**src/rtl/ccirq_map.svh**
```systemverilog
// ccirq_map.svh: register offsets, field positions and reset values
`ifndef CCIRQ_MAP_SVH
`define CCIRQ_MAP_SVH
`define CCIRQ_ADDR_W 8
`define CCIRQ_CTRL_OFF 8'h00
`define CCIRQ_RAW_OFF 8'h08
`define CCIRQ_EN_OFF 8'h0C
`define CCIRQ_MASKED_OFF 8'h10
`define CCIRQ_CLR_OFF 8'h14
`define CCIRQ_CODES_OFF 8'h18
`define CCIRQ_UNMASK_OFF 8'h1C
`define CCIRQ_SEL_CTRL 0
`define CCIRQ_SEL_RAW 1
`define CCIRQ_SEL_EN 2
`define CCIRQ_SEL_MASKED 3
`define CCIRQ_SEL_CLR 4
`define CCIRQ_SEL_CODES 5
`define CCIRQ_SEL_UNMASK 6
`define CCIRQ_NSEL 7
`define CCIRQ_EV_W 5
`define CCIRQ_EV_DONE 0
`define CCIRQ_EV_OVR 1
`define CCIRQ_EV_SERR 2
`define CCIRQ_EV_FRAME 3
`define CCIRQ_EV_ROW 4
`define CCIRQ_INBAND_BIT 4
`define CCIRQ_ROWLVL_BIT 6
`define CCIRQ_FRMLVL_BIT 7
`define CCIRQ_CTRL_WMASK 32'h0000_00D0
`define CCIRQ_RST32 32'h0000_0000
`define CCIRQ_LEAD_FF 8'hFF
`define CCIRQ_LEAD_00 8'h00
`define CCIRQ_RESP_OKAY 2'b00
`define CCIRQ_RESP_SLVERR 2'b10
`endif

```
**src/rtl/ccirq_pkg.sv**
```systemverilog
// ccirq_pkg: state types of the capture event block
package ccirq_pkg;
    typedef enum logic [2:0] {
        SEQ_OUT = 3'b001,
        SEQ_FRAME = 3'b010,
        SEQ_ROW = 3'b100
    } ccirq_seq_t;
    typedef enum logic [3:0] {
        HUNT_FF = 4'b0001,
        HUNT_Z1 = 4'b0010,
        HUNT_Z2 = 4'b0100,
        HUNT_CODE = 4'b1000
    } ccirq_hunt_t;
endpackage

```
**src/rtl/ccirq_sync2.sv**
```systemverilog
// ccirq_sync2: two-flop synchroniser for pin inputs
`timescale 1ns/1ps
`default_nettype none
module ccirq_sync2 #(
    parameter int W = 1
) (
    input wire logic clk_sys, // system clock
    input wire logic [W-1:0] d, // asynchronous inputs
    output logic [W-1:0] q // synchronised outputs
);
    logic [W-1:0] meta_reg;

    // no reset: the chain flushes with real pin levels while reset is held,
    // so edge history never sees a forced level jump at release
    always_ff @(posedge clk_sys) begin
        meta_reg <= d;
        q <= meta_reg;
    end
endmodule // ccirq_sync2
`default_nettype wire

```
**src/rtl/ccirq_delim.sv**
```systemverilog
// ccirq_delim: finds ff 00 00 xx delimiters in the pixel byte stream
`timescale 1ns/1ps
`default_nettype none
`include "ccirq_map.svh"
module ccirq_delim (
    input wire logic clk_sys, // system clock
    input wire logic resetn, // synchronous reset, active low
    input wire logic byteStb, // pixel byte taken this cycle
    input wire logic [7:0] byteIn, // pixel byte
    input wire logic [31:0] codes, // four programmed code bytes
    input wire logic [31:0] unmask, // per-bit compare enables
    output logic [3:0] hitReg // one-cycle hit per code lane
);
    ccirq_pkg::ccirq_hunt_t huntReg;
    ccirq_pkg::ccirq_hunt_t huntNext;
    logic [3:0] laneHit;
    logic isLead;
    logic isZero;

    function automatic logic codeMatch(input logic [7:0] b,
                                       input logic [7:0] code,
                                       input logic [7:0] um);
        codeMatch = ((b ^ code) & um) == 8'h00;
    endfunction

    assign isLead = byteIn == `CCIRQ_LEAD_FF;
    assign isZero = byteIn == `CCIRQ_LEAD_00;

    for (genvar i = 0; i < 4; i++) begin : g_lane
        // masked bits never take part in the compare
        assign laneHit[i] = codeMatch(byteIn, codes[8*i+:8],
                                      unmask[8*i+:8]);
    end

    always_comb begin
        huntNext = huntReg;
        if (byteStb) begin
            unique case (huntReg)
                ccirq_pkg::HUNT_FF: begin
                    huntNext = isLead ? ccirq_pkg::HUNT_Z1
                                      : ccirq_pkg::HUNT_FF;
                end
                ccirq_pkg::HUNT_Z1: begin
                    huntNext = isZero ? ccirq_pkg::HUNT_Z2 :
                               isLead ? ccirq_pkg::HUNT_Z1 :
                                        ccirq_pkg::HUNT_FF;
                end
                ccirq_pkg::HUNT_Z2: begin
                    huntNext = isZero ? ccirq_pkg::HUNT_CODE :
                               isLead ? ccirq_pkg::HUNT_Z1 :
                                        ccirq_pkg::HUNT_FF;
                end
                ccirq_pkg::HUNT_CODE: begin
                    huntNext = ccirq_pkg::HUNT_FF;
                end
                default: begin
                    huntNext = ccirq_pkg::HUNT_FF;
                end
            endcase
        end
    end

    always_ff @(posedge clk_sys) begin
        if (!resetn) begin
            huntReg <= ccirq_pkg::HUNT_FF;
            hitReg <= 4'h0;
        end else begin
            huntReg <= huntNext;
            hitReg <= (byteStb && huntReg == ccirq_pkg::HUNT_CODE)
                      ? laneHit : 4'h0;
        end
    end
endmodule // ccirq_delim
`default_nettype wire

```
**src/rtl/ccirq_top.sv**
```systemverilog
// ccirq_top: capture event flags, interrupt and sync-code registers
`timescale 1ns/1ps
`default_nettype none
`include "ccirq_map.svh"
module ccirq_top (
    input wire logic clk_sys, // system clock, 40 MHz
    input wire logic resetn, // synchronous reset, active low
    input wire logic [`CCIRQ_ADDR_W-1:0] awaddr, // write address
    input wire logic awvalid, // write address valid
    output logic awready, // write address ready
    input wire logic [31:0] wdata, // write data
    input wire logic [3:0] wstrb, // write byte strobes
    input wire logic wvalid, // write data valid
    output logic wready, // write data ready
    output logic [1:0] bresp, // write response
    output logic bvalid, // write response valid
    input wire logic bready, // write response ready
    input wire logic [`CCIRQ_ADDR_W-1:0] araddr, // read address
    input wire logic arvalid, // read address valid
    output logic arready, // read address ready
    output logic [31:0] rdata, // read data
    output logic [1:0] rresp, // read response
    output logic rvalid, // read data valid
    input wire logic rready, // read data ready
    input wire logic pixClk, // sensor pixel clock pin
    input wire logic frameSyncPin, // sensor frame sync pin
    input wire logic rowSyncPin, // sensor row sync pin
    input wire logic [7:0] pixData, // sensor pixel data pins
    input wire logic overrunEvent, // capture path overrun pulse
    output logic irq // interrupt request, active high
);
    logic [10:0] pinSync;
    logic pixClkS;
    logic frameS;
    logic rowS;
    logic [7:0] dataS;
    logic pixClkPrev;
    logic frameActPrev;
    logic rowActPrev;
    logic pixRise;
    logic frameAct;
    logic rowAct;
    logic [3:0] hit;
    logic pickFs;
    logic pickLs;
    logic pickLe;
    logic pickFe;
    logic codeHit;
    logic legal;
    ccirq_pkg::ccirq_seq_t seqReg;
    ccirq_pkg::ccirq_seq_t seqNext;
    logic fsRise;
    logic rowRise;
    logic frameDone;
    logic syncErr;
    logic [`CCIRQ_EV_W-1:0] ev;
    logic [`CCIRQ_EV_W-1:0] clrMask;
    logic [`CCIRQ_EV_W-1:0] raw_reg;
    logic [`CCIRQ_EV_W-1:0] raw_next;
    logic [`CCIRQ_EV_W-1:0] en_reg;
    logic [`CCIRQ_EV_W-1:0] masked;
    logic [31:0] ctrl_reg;
    logic [31:0] codes_reg;
    logic [31:0] unmask_reg;
    logic inbandSel;
    logic [`CCIRQ_ADDR_W-1:0] awAddr_reg;
    logic [31:0] wData_reg;
    logic [3:0] wStrb_reg;
    logic awHeld_reg;
    logic wHeld_reg;
    logic wrFire;
    logic [`CCIRQ_NSEL-1:0] wrSel;
    logic [`CCIRQ_NSEL-1:0] rdSel;
    logic rdTake;
    logic [31:0] rdMux;

    function automatic logic [`CCIRQ_NSEL-1:0] regSel(
        input logic [`CCIRQ_ADDR_W-1:0] a);
        regSel = {a == `CCIRQ_UNMASK_OFF, a == `CCIRQ_CODES_OFF,
                  a == `CCIRQ_CLR_OFF, a == `CCIRQ_MASKED_OFF,
                  a == `CCIRQ_EN_OFF, a == `CCIRQ_RAW_OFF,
                  a == `CCIRQ_CTRL_OFF};
    endfunction

    function automatic logic [31:0] laneMerge(input logic [31:0] old,
                                              input logic [31:0] nw,
                                              input logic [3:0] strb);
        for (int i = 0; i < 4; i++) begin
            laneMerge[8*i+:8] = strb[i] ? nw[8*i+:8] : old[8*i+:8];
        end
    endfunction

    // pins and the pixel clock are sampled on clk_sys
    ccirq_sync2 #(.W(11)) u_sync (
        .clk_sys(clk_sys),
        .d({pixClk, frameSyncPin, rowSyncPin, pixData}),
        .q(pinSync)
    );

    assign {pixClkS, frameS, rowS, dataS} = pinSync;
    assign pixRise = pixClkS & ~pixClkPrev;
    assign inbandSel = ctrl_reg[`CCIRQ_INBAND_BIT];
    assign frameAct = frameS == ctrl_reg[`CCIRQ_FRMLVL_BIT];
    assign rowAct = rowS == ctrl_reg[`CCIRQ_ROWLVL_BIT];

    ccirq_delim u_delim (
        .clk_sys(clk_sys),
        .resetn(resetn),
        .byteStb(pixRise & inbandSel),
        .byteIn(dataS),
        .codes(codes_reg),
        .unmask(unmask_reg),
        .hitReg(hit)
    );

    // simultaneous matches under wide masks: start codes win
    assign pickFs = hit[0];
    assign pickLs = hit[1] & ~hit[0];
    assign pickLe = hit[2] & ~|hit[1:0];
    assign pickFe = hit[3] & ~|hit[2:0];
    assign codeHit = |hit;

    always_comb begin
        unique case (seqReg)
            ccirq_pkg::SEQ_OUT: legal = pickFs;
            ccirq_pkg::SEQ_FRAME: legal = pickLs | pickFe;
            ccirq_pkg::SEQ_ROW: legal = pickLe;
            default: legal = 1'b0;
        endcase
    end

    // out-of-order codes still move the tracker, so it resyncs
    assign seqNext = pickFs ? ccirq_pkg::SEQ_FRAME :
                     pickLs ? ccirq_pkg::SEQ_ROW :
                     pickLe ? ccirq_pkg::SEQ_FRAME :
                     pickFe ? ccirq_pkg::SEQ_OUT : seqReg;

    assign syncErr = inbandSel & codeHit & ~legal;
    assign fsRise = inbandSel ? pickFs
                              : frameAct & ~frameActPrev;
    assign rowRise = inbandSel ? pickLs
                               : rowAct & ~rowActPrev;
    assign frameDone = inbandSel ? pickFe & legal
                                 : ~frameAct & frameActPrev;

    assign ev[`CCIRQ_EV_DONE] = frameDone;
    assign ev[`CCIRQ_EV_OVR] = overrunEvent;
    assign ev[`CCIRQ_EV_SERR] = syncErr;
    assign ev[`CCIRQ_EV_FRAME] = fsRise;
    assign ev[`CCIRQ_EV_ROW] = rowRise;

    always_ff @(posedge clk_sys) begin
        if (!resetn) begin
            // history follows the settled pins, so release gives no edge
            pixClkPrev <= pixClkS;
            frameActPrev <= frameAct;
            rowActPrev <= rowAct;
            seqReg <= ccirq_pkg::SEQ_OUT;
        end else begin
            pixClkPrev <= pixClkS;
            frameActPrev <= frameAct;
            rowActPrev <= rowAct;
            seqReg <= inbandSel ? seqNext : ccirq_pkg::SEQ_OUT;
        end
    end

    // write channel: address and data taken in either order
    assign awready = ~awHeld_reg;
    assign wready = ~wHeld_reg;
    assign wrFire = awHeld_reg & wHeld_reg & ~bvalid;
    assign wrSel = regSel(awAddr_reg);
    assign clrMask = (wrFire && wrSel[`CCIRQ_SEL_CLR] && wStrb_reg[0])
                     ? wData_reg[`CCIRQ_EV_W-1:0] : '0;

    // a new event wins over a clear in the same cycle
    assign raw_next = (raw_reg & ~clrMask) | ev;
    assign masked = raw_reg & en_reg;

    always_ff @(posedge clk_sys) begin
        if (!resetn) begin
            awHeld_reg <= 1'b0;
            wHeld_reg <= 1'b0;
            awAddr_reg <= '0;
            wData_reg <= `CCIRQ_RST32;
            wStrb_reg <= 4'h0;
            bvalid <= 1'b0;
            bresp <= `CCIRQ_RESP_OKAY;
        end else begin
            if (awvalid && awready) begin
                awAddr_reg <= awaddr;
            end
            if (wvalid && wready) begin
                wData_reg <= wdata;
                wStrb_reg <= wstrb;
            end
            awHeld_reg <= wrFire ? 1'b0 : awHeld_reg | awvalid;
            wHeld_reg <= wrFire ? 1'b0 : wHeld_reg | wvalid;
            if (wrFire) begin
                bvalid <= 1'b1;
                bresp <= |wrSel ? `CCIRQ_RESP_OKAY : `CCIRQ_RESP_SLVERR;
            end else if (bready) begin
                bvalid <= 1'b0;
            end
        end
    end

    always_ff @(posedge clk_sys) begin
        if (!resetn) begin
            ctrl_reg <= `CCIRQ_RST32;
            en_reg <= '0;
            codes_reg <= `CCIRQ_RST32;
            unmask_reg <= `CCIRQ_RST32;
            raw_reg <= '0;
            irq <= 1'b0;
        end else begin
            if (wrFire && wrSel[`CCIRQ_SEL_CTRL]) begin
                ctrl_reg <= laneMerge(ctrl_reg, wData_reg, wStrb_reg)
                            & `CCIRQ_CTRL_WMASK;
            end
            if (wrFire && wrSel[`CCIRQ_SEL_EN] && wStrb_reg[0]) begin
                en_reg <= wData_reg[`CCIRQ_EV_W-1:0];
            end
            if (wrFire && wrSel[`CCIRQ_SEL_CODES]) begin
                codes_reg <= laneMerge(codes_reg, wData_reg,
                                       wStrb_reg);
            end
            if (wrFire && wrSel[`CCIRQ_SEL_UNMASK]) begin
                unmask_reg <= laneMerge(unmask_reg, wData_reg,
                                        wStrb_reg);
            end
            raw_reg <= raw_next;
            irq <= |masked;
        end
    end

    // read channel: one cycle from address to data
    assign arready = ~rvalid;
    assign rdTake = arvalid & arready;
    assign rdSel = regSel(araddr);
    assign rdMux = rdSel[`CCIRQ_SEL_CTRL] ? ctrl_reg :
                   rdSel[`CCIRQ_SEL_RAW] ? 32'(raw_reg) :
                   rdSel[`CCIRQ_SEL_EN] ? 32'(en_reg) :
                   rdSel[`CCIRQ_SEL_MASKED] ? 32'(masked) :
                   rdSel[`CCIRQ_SEL_CODES] ? codes_reg :
                   rdSel[`CCIRQ_SEL_UNMASK] ? unmask_reg :
                   `CCIRQ_RST32;

    always_ff @(posedge clk_sys) begin
        if (!resetn) begin
            rvalid <= 1'b0;
            rdata <= `CCIRQ_RST32;
            rresp <= `CCIRQ_RESP_OKAY;
        end else if (rdTake) begin
            rvalid <= 1'b1;
            rdata <= rdMux;
            rresp <= |rdSel ? `CCIRQ_RESP_OKAY : `CCIRQ_RESP_SLVERR;
        end else if (rready) begin
            rvalid <= 1'b0;
        end
    end
endmodule // ccirq_top
`default_nettype wire

```
**config.mk**
```make
export PLATFORM = sky130hd
export DESIGN_NAME = ccirq_top
export DESIGN_NICKNAME = d
export VERILOG_FILES = /design/src/rtl/ccirq_pkg.sv /design/src/rtl/ccirq_sync2.sv /design/src/rtl/ccirq_delim.sv /design/src/rtl/ccirq_top.sv
export VERILOG_INCLUDE_DIRS = /design/src /design/src/rtl
export SDC_FILE = /design/constraint.sdc
export NUM_CORES = 1
export LEC_CHECK = 0
export BUFFER_PORTS_ARGS = -buffer_cell sky130_fd_sc_hd__buf_2
export CAP_MARGIN = 20
export CORE_MARGIN = 10
export CORE_UTILIZATION = 55
export DETAILED_ROUTE_END_ITERATION = 10
export PLACE_DENSITY = 0.8
export SLEW_MARGIN = 20
export SYNTH_ARGS = -nofsm -noshare
export SYNTH_HDL_FRONTEND = slang
export SYNTH_HIERARCHICAL = 1
export SYNTH_SLANG_ARGS = --single-unit
export TNS_END_PERCENT = 10
```
**constraint.sdc**
```tcl
create_clock -name clk_sys -period 2.3 [get_ports clk_sys]
set_clock_uncertainty 0.05 [all_clocks]
set_input_delay 0.23 -clock clk_sys [delete_from_list [all_inputs] [get_ports clk_sys]]
set_output_delay 0.23 -clock clk_sys [all_outputs]
set_load 0.01 [all_outputs]
```
==> flow_summary.ini, run 1 <==
[yosys]
yosysWarningCount = 6
yosys.area_share.simple = 0.181
synth-edff-count = 0
yosysSeqAreaShare = 0.487
yosys.area_share.adder = 0
syn_area_mm2 = 0.00806
yosys-top-cells-area = dfxtp_1 (49%), mux2i_1 (10%), nor2_1 (5.5%)
synth_xor_area_frac = 0.0380
synth_compound_area_frac = 0.115
synth_seq_cells = 196
muxShareOfSynthArea = 0.140
synth_cell_types = 59
synth_cells = 846
synth.largest_area_cell = dfxtp_1
ys.flop_type = dfxtp_1
synth.avg_cell_area_um2 = 9.53
synthArstFlopShare = 0
synth_top_area_frac = 0.487
synth_top_family_by_area = simple AND/OR/NAND/NOR gates

[routing]
via_per_inst = 5.69
num_vias = 6832
drt-pass1-iter-count = 5
wl_mm = 21.5
route.detailed.drc = 0
ant_nets = 0
routedWlPerCell_um = 17.9
drt-initial-drc-count = 494

[floorplanning]
ios = 113
start_util = 0.559
fp.dieH_um = 141
core_area_mm2 = 0.0144
die_x_um = 141
fp.dieArea_mm2 = 0.0199
num_rows = 44

[cts]
cts_tree = built
cts_buffers = 17
htree_num_levels = 4
cts.reportedPaths.clkPinSlew_ns = 0.08
clock_sinks = 196
cts.path.max_buffers = 2
clock_latency_ns = 0.44
cts_root_buffer = clkbuf_16

[critical_path]
cp_top_family = simple AND/OR/NAND/NOR gates
start_kind = register
crit_buf_inv = 0
r2r_cells = 4
crit_chain = or4_4, or4_1, mux2i_1, nor2_1
r2r_slack_ns = 0.08
critical_path_arrival_ns = 2.47
end_kind = register
worstReg2RegStart = awAddr_reg[0]
worstReg2RegEnd = codes_reg[4]
cp.depth = 4
path_max_fanout = 11
required_ns = 2.55
cp_slowest_cell = or4_1
slowest_delay_ns = 0.75
worstSetupPathType = register to register

[outcome]
status = complete, no violations

[layout]
fin_nets = 1075
final_cell_count_no_fill = 1200
syn2layout_area_growth_pct = 23.6
antenna_cells = 0
drive_above_1_share = 0.214

[global_routing]
grt_pass1_vias = 6755
grt_max_degree = 70
gr-total-overflow = 0
antenna_found_initial = 0
grtUsageTotal = 0.212
grt_first_pass_wirelength_mm = 34.5

[sta]
grt_setup_unrepaired = no
fin_crit_sh = 0.965
hold_viol = 0
setup_tns_ns = 0
setup_viol = 0
timing.hold.ws_ns = 0.0223
fin_crit_ns = 2.22
relSlewSlack = 0.493
worst_pin_slew_ns = 0.761
slew_viol_final = 0
max_freq_mhz = 451

[min_path]
holdPathStages = 3
hp-class = input pin to register
holdPathEnd = wData_reg[6]
worstHoldStart = wdata[6]

[pwr]
power_density_mw_per_mm2 = 689
leakagePower_nw = 4.21
ir_drop_mv = 0.615

[place]
dp.cells = 1112
io_buffers = 110
gp_congestion = 0.899
hpwlAfterDp_mm = 13.9

[run]
timing.max_cap.violations = 0
## per-layer routing
metal | up-vias | GRT usage | part of all wire
met5 | - | 0 | 0
met1 | 3268 | 0.253 | 0.42
li1 | 3264 | - | -
met4 | 0 | 0.0745 | 0.021
met2 | 260 | 0.353 | 0.49
met3 | 40 | 0.0642 | 0.073
## where the power goes
group	total, mW	internal (mW)	leakage, nW	switching, mW
combinational	0.527	0.240	2.34	0.287
sequential	3.58	3.48	1.60	0.0967
clock	2.77	1.41	0.267	1.35
total	6.87	5.13	4.21	1.74
## cell usage after synthesis (9+ instances only)
cell type	number
o21ai_0	10
mux2_2	28
xor2_1	33
inv_1	12
clkbuf_1	42
a22o_1	10
nor2_1	119
a21oi_1	49
a22oi_1	27
dfxtp_1	196
mux2i_1	81
buf_2	9
nand2_1	102
## how the worst max path moves through the flow
| stage | start | to | slack (ns) |
|---|---|---|---|
| 2_1_floorplan | awAddr_reg[0] | unmask_reg[31] | 0.30 |
| 5_1_grt | awAddr_reg[0] | codes_reg[4] | 0.01 |
| 6_report | awAddr_reg[0] | codes_reg[4] | 0.08 |
| 3_5_place_dp | awAddr_reg[0] | codes_reg[8] | 0.12 |
| 4_1_cts | awAddr_reg[0] | codes_reg[11] | 0.09 |
| 3_3_place_gp | awAddr_reg[0] | codes_reg[12] | 0.16 |
## per-stage QoR
stage / utilization / worst slack (ns) / area, um^2 / total power, mW
after global routing: 0.691 / 0.0143 / 9970 / 7.10
after CTS: 0.691 / 0.0923 / 9960 / 6.89
after global placement: 0.613 / 0.164 / 8850 / 4.08
after detailed placement: 0.613 / 0.116 / 8850 / 4.09
after floorplan: - / 0.295 / 8070 / 3.91
final: 0.691 / 0.0804 / 9970 / 6.87
## final cells by class
| class | count | area, um^2 |
|---|---|---|
| inverters | 13 | 51.3 |
| clock inverters | 14 | 121 |
| flip-flops and latches | 196 | 3920 |
| well taps | 184 | 230 |
| multi-input cells | 579 | 3830 |
| clock buffers | 17 | 425 |
| fillers | 1068 | 4460 |
| repair buffers | 197 | 1380 |
## logic make-up after synthesis
group,Yosys count
other,1
and+or+nand+nor,299
muxes,109
AOI/OAI and AO/OA,134
DFF,196
buffers and inverters,72
xor gates and xnor gates,35
## repair_timing
action,in CTS,in global routing
endpoints found under the setup margin,0,1
resized for setup,0,1
buffers inserted,0,0
hold endpoints to repair,57,0
hold buffers,57,0
## cells in the final DEF (no fill, tap or decap), drive strengths merged, types with 3 or more instances in the layout
cell type	n
a222oi	3
nand2b	8
o21ai	11
mux2i	81
nand4	8
xor2	33
a221oi	11
buf	140
and3	7
mux2	28
nand2	102
a22oi	27
nor2	119
nor4	14
dlygate4sd3	57
a21oi	49
nand3b	4
or4	6
nor3	7
a31oi	5
inv	20
clkinv	5
nand4b	6
dfxtp	196
a211oi	4
a22o	10
nor2b	7
clkbuf	17
## worst register-to-register path: cells and delay by family, from the launching register on
| family | cells | cell delay, ns |
|---|---|---|
| mux | 1 | 0.28 |
| simple gates | 3 | 1.43 |
| flops | 1 | 0.31 |
(Power assumes the default switching activity.)
==> inputs of run 2 (changes only) <==
Settings changed: REMOVE_ABC_BUFFERS from default to 1, SKIP_CTS_REPAIR_TIMING from default to 1.
==> run 2 against run 1 <==
  * The run now ends with negative hold slack left
  * Sequential share of layout area rose by 0.84 points
  * Maximum frequency rose by 0.51%
  * Critical path depth did not move
  * Register-to-register slack hardly changed
  * Global-route usage decreased by 1.1 points
  * Largest power group unchanged
  * Critical endpoint is now codes_reg[1]
  * Hold slack lost 0.044 ns
  * Combinational power shrank 5.9%
  * Core utilization is 1.4 points lower
  * Count of clock-buffer cells in the layout grew 3
==> flow_summary.ini, run 2 (synthesis gave the netlist of run 1 again) <==
[sta]
relSlewSlack = 0.480
worst_pin_slew_ns = 0.779
fin_crit_sh = 0.960
slew_viol_final = 0
setup_tns_ns = 0
grt_setup_unrepaired = no
max_freq_mhz = 453
setup_viol = 0
fin_crit_ns = 2.21
hold_viol = 14
timing.hold.ws_ns = -0.0216

[min_path]
hp-class = input pin to register

[place]
io_buffers = 110
gp_congestion = 0.852
hpwlAfterDp_mm = 14.0

[global_routing]
top_usage_layer = met2
antenna_found_initial = 0
use_met3 = 0.0534
gr-total-overflow = 0
grtUsageMet1 = 0.244
met2_usage = 0.334
grt_max_degree = 70
grtUsageTotal = 0.201
grt_first_pass_wirelength_mm = 32.9
grt_pass1_vias = 6465

[critical_path]
crit_chain = or4_4, or4_1, mux2i_1, nor2_1
cp_slowest_cell = or4_1
required_ns = 2.55
path_max_fanout = 9
worstSetupPathType = register to register
slowest_delay_ns = 0.76
end_kind = register
critical_path_arrival_ns = 2.46
start_kind = register

[layout]
drive_above_1_share = 0.218
num-fill-cells = 1111
fin_nets = 1053
antenna_cells = 0
layout_common_cells = dfxtp_1 (196), nor2_1 (119), buf_2 (110), nand2_1 (102), mux2i_1 (81)
final_common_cell = dfxtp_1
syn2layout_area_growth_pct = 21.0

[cts]
htree_num_levels = 4
cts.reportedPaths.clkPinSlew_ns = 0.07
cts_root_buffer = clkbuf_16
cts_buffers = 17
clock_latency_ns = 0.44
cts.path.max_buffers = 2
clock_sinks = 196
cts_tree = built

[outcome]
violations = negative hold slack
status = complete, but fails checks

[run]
timing.max_cap.violations = 0

[floorplanning]
num_rows = 44
fp.dieH_um = 141
fp.dieArea_mm2 = 0.0199
die_x_um = 141
start_util = 0.559
core_area_mm2 = 0.0144
ios = 113

[routing]
routedWlPerCell_um = 17.9
via_per_inst = 5.70
ant_nets = 0
num_vias = 6716
drt-pass1-iter-count = 6
wl_mm = 21.1
route.detailed.drc = 0
drt-initial-drc-count = 402

[pwr]
power.total_mw = 6.95
ir_drop_mv = 0.473
power_density_mw_per_mm2 = 712
leakagePower_nw = 4.12
[run 2: cell types whose count changed in the layout (fill, tap and decap cells not counted), sizes merged]
cell	previous run	this run
clkinv	5	4
bufinv	0	1
dlygate4sd3	57	33
inv	20	18
buf	140	142
clkbuf	17	20
[run 2: layout make-up]
type	instances	area [um^2]	share of cell area
Timing Repair Buffer	175	1160	0.119
Clock inverter	12	120	0.0123
Multi-Input combinational cell	579	3830	0.392
Tap cell	184	230	0.0236
Inverter	13	51.3	0.00526
Clock buffer	20	447	0.0458
Sequential cell	196	3920	0.402
[run 2: worst paths after layout]
kind	cells past startpoint	to	from	slack, ns
max	4	codes_reg[1]	awAddr_reg[0]	0.09
min	3	awAddr_reg[3]	awaddr[3]	-0.02
max reg2reg	4	codes_reg[1]	awAddr_reg[0]	0.09
min reg2reg	0	u_sync/q[8]	u_sync/meta_reg[8]	0.28
[run 2: per-stage QoR]
stage / cells / utilization / setup slack [ns] / hold slack (ns) / instance area [um^2]
final: 1179 / 0.677 / 0.0918 / -0.0216 / 9760
after detailed placement: 1114 / 0.614 / 0.120 / 0.262 / 8860
after global routing: 1179 / 0.677 / 0.00834 / 0.0000782 / 9760
after global placement: 1114 / 0.614 / 0.166 / 0.260 / 8860
after CTS: 1146 / 0.654 / 0.108 / -0.173 / 9430
after floorplan: 788 / - / -0.909 / 0.208 / 7800
[run 2: routing by layer]
| layer | share of wire | vias to the layer above |
|---|---|---|
| met3 | 0.061 | 29 |
| li1 | - | 3230 |
| met1 | 0.43 | 3218 |
| met2 | 0.49 | 239 |
| met5 | 0 | - |
| met4 | 0.020 | 0 |
[run 2: critical path, delay by kind of cell (launching register included)]
kind / cells / cell delay [ns]
multiplexers: 1 / 0.27
AND/OR/NAND/NOR: 3 / 1.43
flip-flops: 1 / 0.31
[run 2: power by group]
group          internal [mW]  switching [mW]  total, mW
combinational          0.215           0.281      0.496
clock                   1.54            1.34       2.88
sequential              3.48          0.0956       3.58
==> inputs of run 3 (changes only) <==
Settings changed: CORE_UTILIZATION 55 to 30, CTS_CLUSTER_DIAMETER from default to 200, PLACE_DENSITY 0.8 to 0.5.
==> run 3 against run 2 <==
  * Critical path depth did not move
  * Global-route usage is 6.7 points lower
  * Hold slack got worse by 0.0069 ns
  * Via count decreased by 3.6%
  * Largest power group unchanged
  * The flow still finishes with violations (negative hold slack)
  * Final cell count is 13% higher
  * Register-to-register slack better by 0.02 ns
  * Die area rose by 70%
  * Count of clock-buffer cells in the layout fell by 2
  * Critical endpoint is now codes_reg[3]
==> flow_summary.ini, run 3 (synthesis gave the netlist of run 1 again) <==
[outcome]
status = complete, but fails checks
violations = negative hold slack

[routing]
via_per_inst = 4.84
route.detailed.drc = 0
drt-pass1-iter-count = 8
ant_nets = 0
wl_mm = 22.6
num_vias = 6471
routedWlPerCell_um = 16.9
drt-initial-drc-count = 342

[sta]
relSlewSlack = 0.572
worst_pin_slew_ns = 0.640
fin_ws_ns = 0.111
setup_viol = 0
timing.hold.ws_ns = -0.0285
fin_crit_ns = 2.19
grt_setup_unrepaired = no
fin_crit_sh = 0.952
max_freq_mhz = 457
hold_viol = 8
setup_tns_ns = 0
slew_viol_final = 0

[critical_path]
path_max_fanout = 13
cp_top_family = simple AND/OR/NAND/NOR gates
required_ns = 2.57
cp_slowest_cell = or4_1
worstSetupPathType = register to register
start_kind = register
critical_path_arrival_ns = 2.46
end_kind = register
crit_chain = or4_4, or4_1, mux2i_1, nor2_1
crit_buf_inv = 0
slowest_delay_ns = 0.76

[floorplanning]
fp.dieArea_mm2 = 0.0338
start_util = 0.307
ios = 113
die_x_um = 184
num_rows = 59
core_area_mm2 = 0.0263
fp.dieH_um = 184

[cts]
cts_buffers = 17
clock_latency_ns = 0.44
clock_sinks = 196
cts_root_buffer = clkbuf_16
cts_tree = built
cts.reportedPaths.clkPinSlew_ns = 0.08
htree_num_levels = 4
cts.path.max_buffers = 2

[global_routing]
gr-total-overflow = 0
grtUsageTotal = 0.134
grt_max_degree = 61
antenna_found_initial = 0
grt_first_pass_wirelength_mm = 35.8
grt_pass1_vias = 6341

[pwr]
power.total_mw = 7.18
p_seq_frac = 0.498
swShare = 0.261
clkPwrFrac = 0.431
internal_power_mw = 5.31
ir_drop_mv = 0.419
p_switching_mw = 1.87
leakagePower_nw = 4.19
p_comb_frac = 0.070
power_density_mw_per_mm2 = 711

[run]
timing.max_cap.violations = 0

[place]
place_worst_setup_slack_ns = 0.110
io_buffers = 110
dp.cells = 1263
gp_congestion = 0.771
hpwlAfterDp_mm = 15.6

[layout]
drive_above_1_share = 0.217
fin_nets = 1060
final_cell_count_no_fill = 1337
syn2layout_area_growth_pct = 25.2
regArea_mm2 = 0.00392
multi_input_area_mm2 = 0.00383
layout_common_cells = dfxtp_1 (196), nor2_1 (119), buf_2 (110), nand2_1 (102), mux2i_1 (81)
num-fill-cells = 2689
antenna_cells = 0
fin_util = 0.384
final_common_cell = dfxtp_1

[min_path]
hp-class = input pin to register
-- run 3: cell count changes in the layout (fill, tap and decap cells not counted), sizes merged --
cell,delta
clkinv,+1
inv,+3
dlygate4sd3,+9
clkbuf,-2
buf,-2
clkinvlp,-2
-- run 3: stage by stage --
stage | hold WS [ns] | area [um^2]
2_1_floorplan | 0.208 | 7800
3_3_place_gp | 0.265 | 9050
3_5_place_dp | 0.263 | 9050
4_1_cts | -0.188 | 9670
5_1_grt | 0.00115 | 10100
6_report | -0.0285 | 10100
-- run 3: worst paths after layout --
check | from | to | slack (ns) | depth (start not counted)
worst min-delay path | wdata[15] | wData_reg[15] | -0.03 | 3
worst min register to register | u_sync/meta_reg[6] | u_sync/q[6] | 0.28 | 0
worst max-delay path | awAddr_reg[0] | codes_reg[3] | 0.11 | 4
worst max register to register | awAddr_reg[0] | codes_reg[3] | 0.11 | 4
-- run 3: power by group through the flow --
stage	sequential [mW]	clock (mW)	combinational, mW
floorplan	3.63	0	0.231
global placement	3.66	0	0.454
detailed placement	3.66	0	0.458
CTS	3.58	3.19	0.460
global route	3.59	3.31	0.567
finish	3.58	3.10	0.506
-- run 3: layout make-up --
class	count	share of cell area
Clock buffer	18	0.0435
Clock inverter	14	0.0180
Inverter	13	0.00508
Multi-Input combinational cell	579	0.380
Sequential cell	196	0.389
Tap cell	335	0.0415
Timing Repair Buffer	182	0.123
-- run 3: layer usage --
layer / track usage / vias to the layer above / part of all wire
met3: 0.0346 / 21 / 0.049
met4: 0.0334 / 0 / 0.010
met1: 0.176 / 3057 / 0.48
met5: 0 / - / 0
met2: 0.213 / 145 / 0.47
li1: - / 3248 / -
-- run 3: tightest hold or removal path: stages --
cell and delay [ns]:
buf_2 0.10, nand2_1 0.05, a21oi_1 0.05
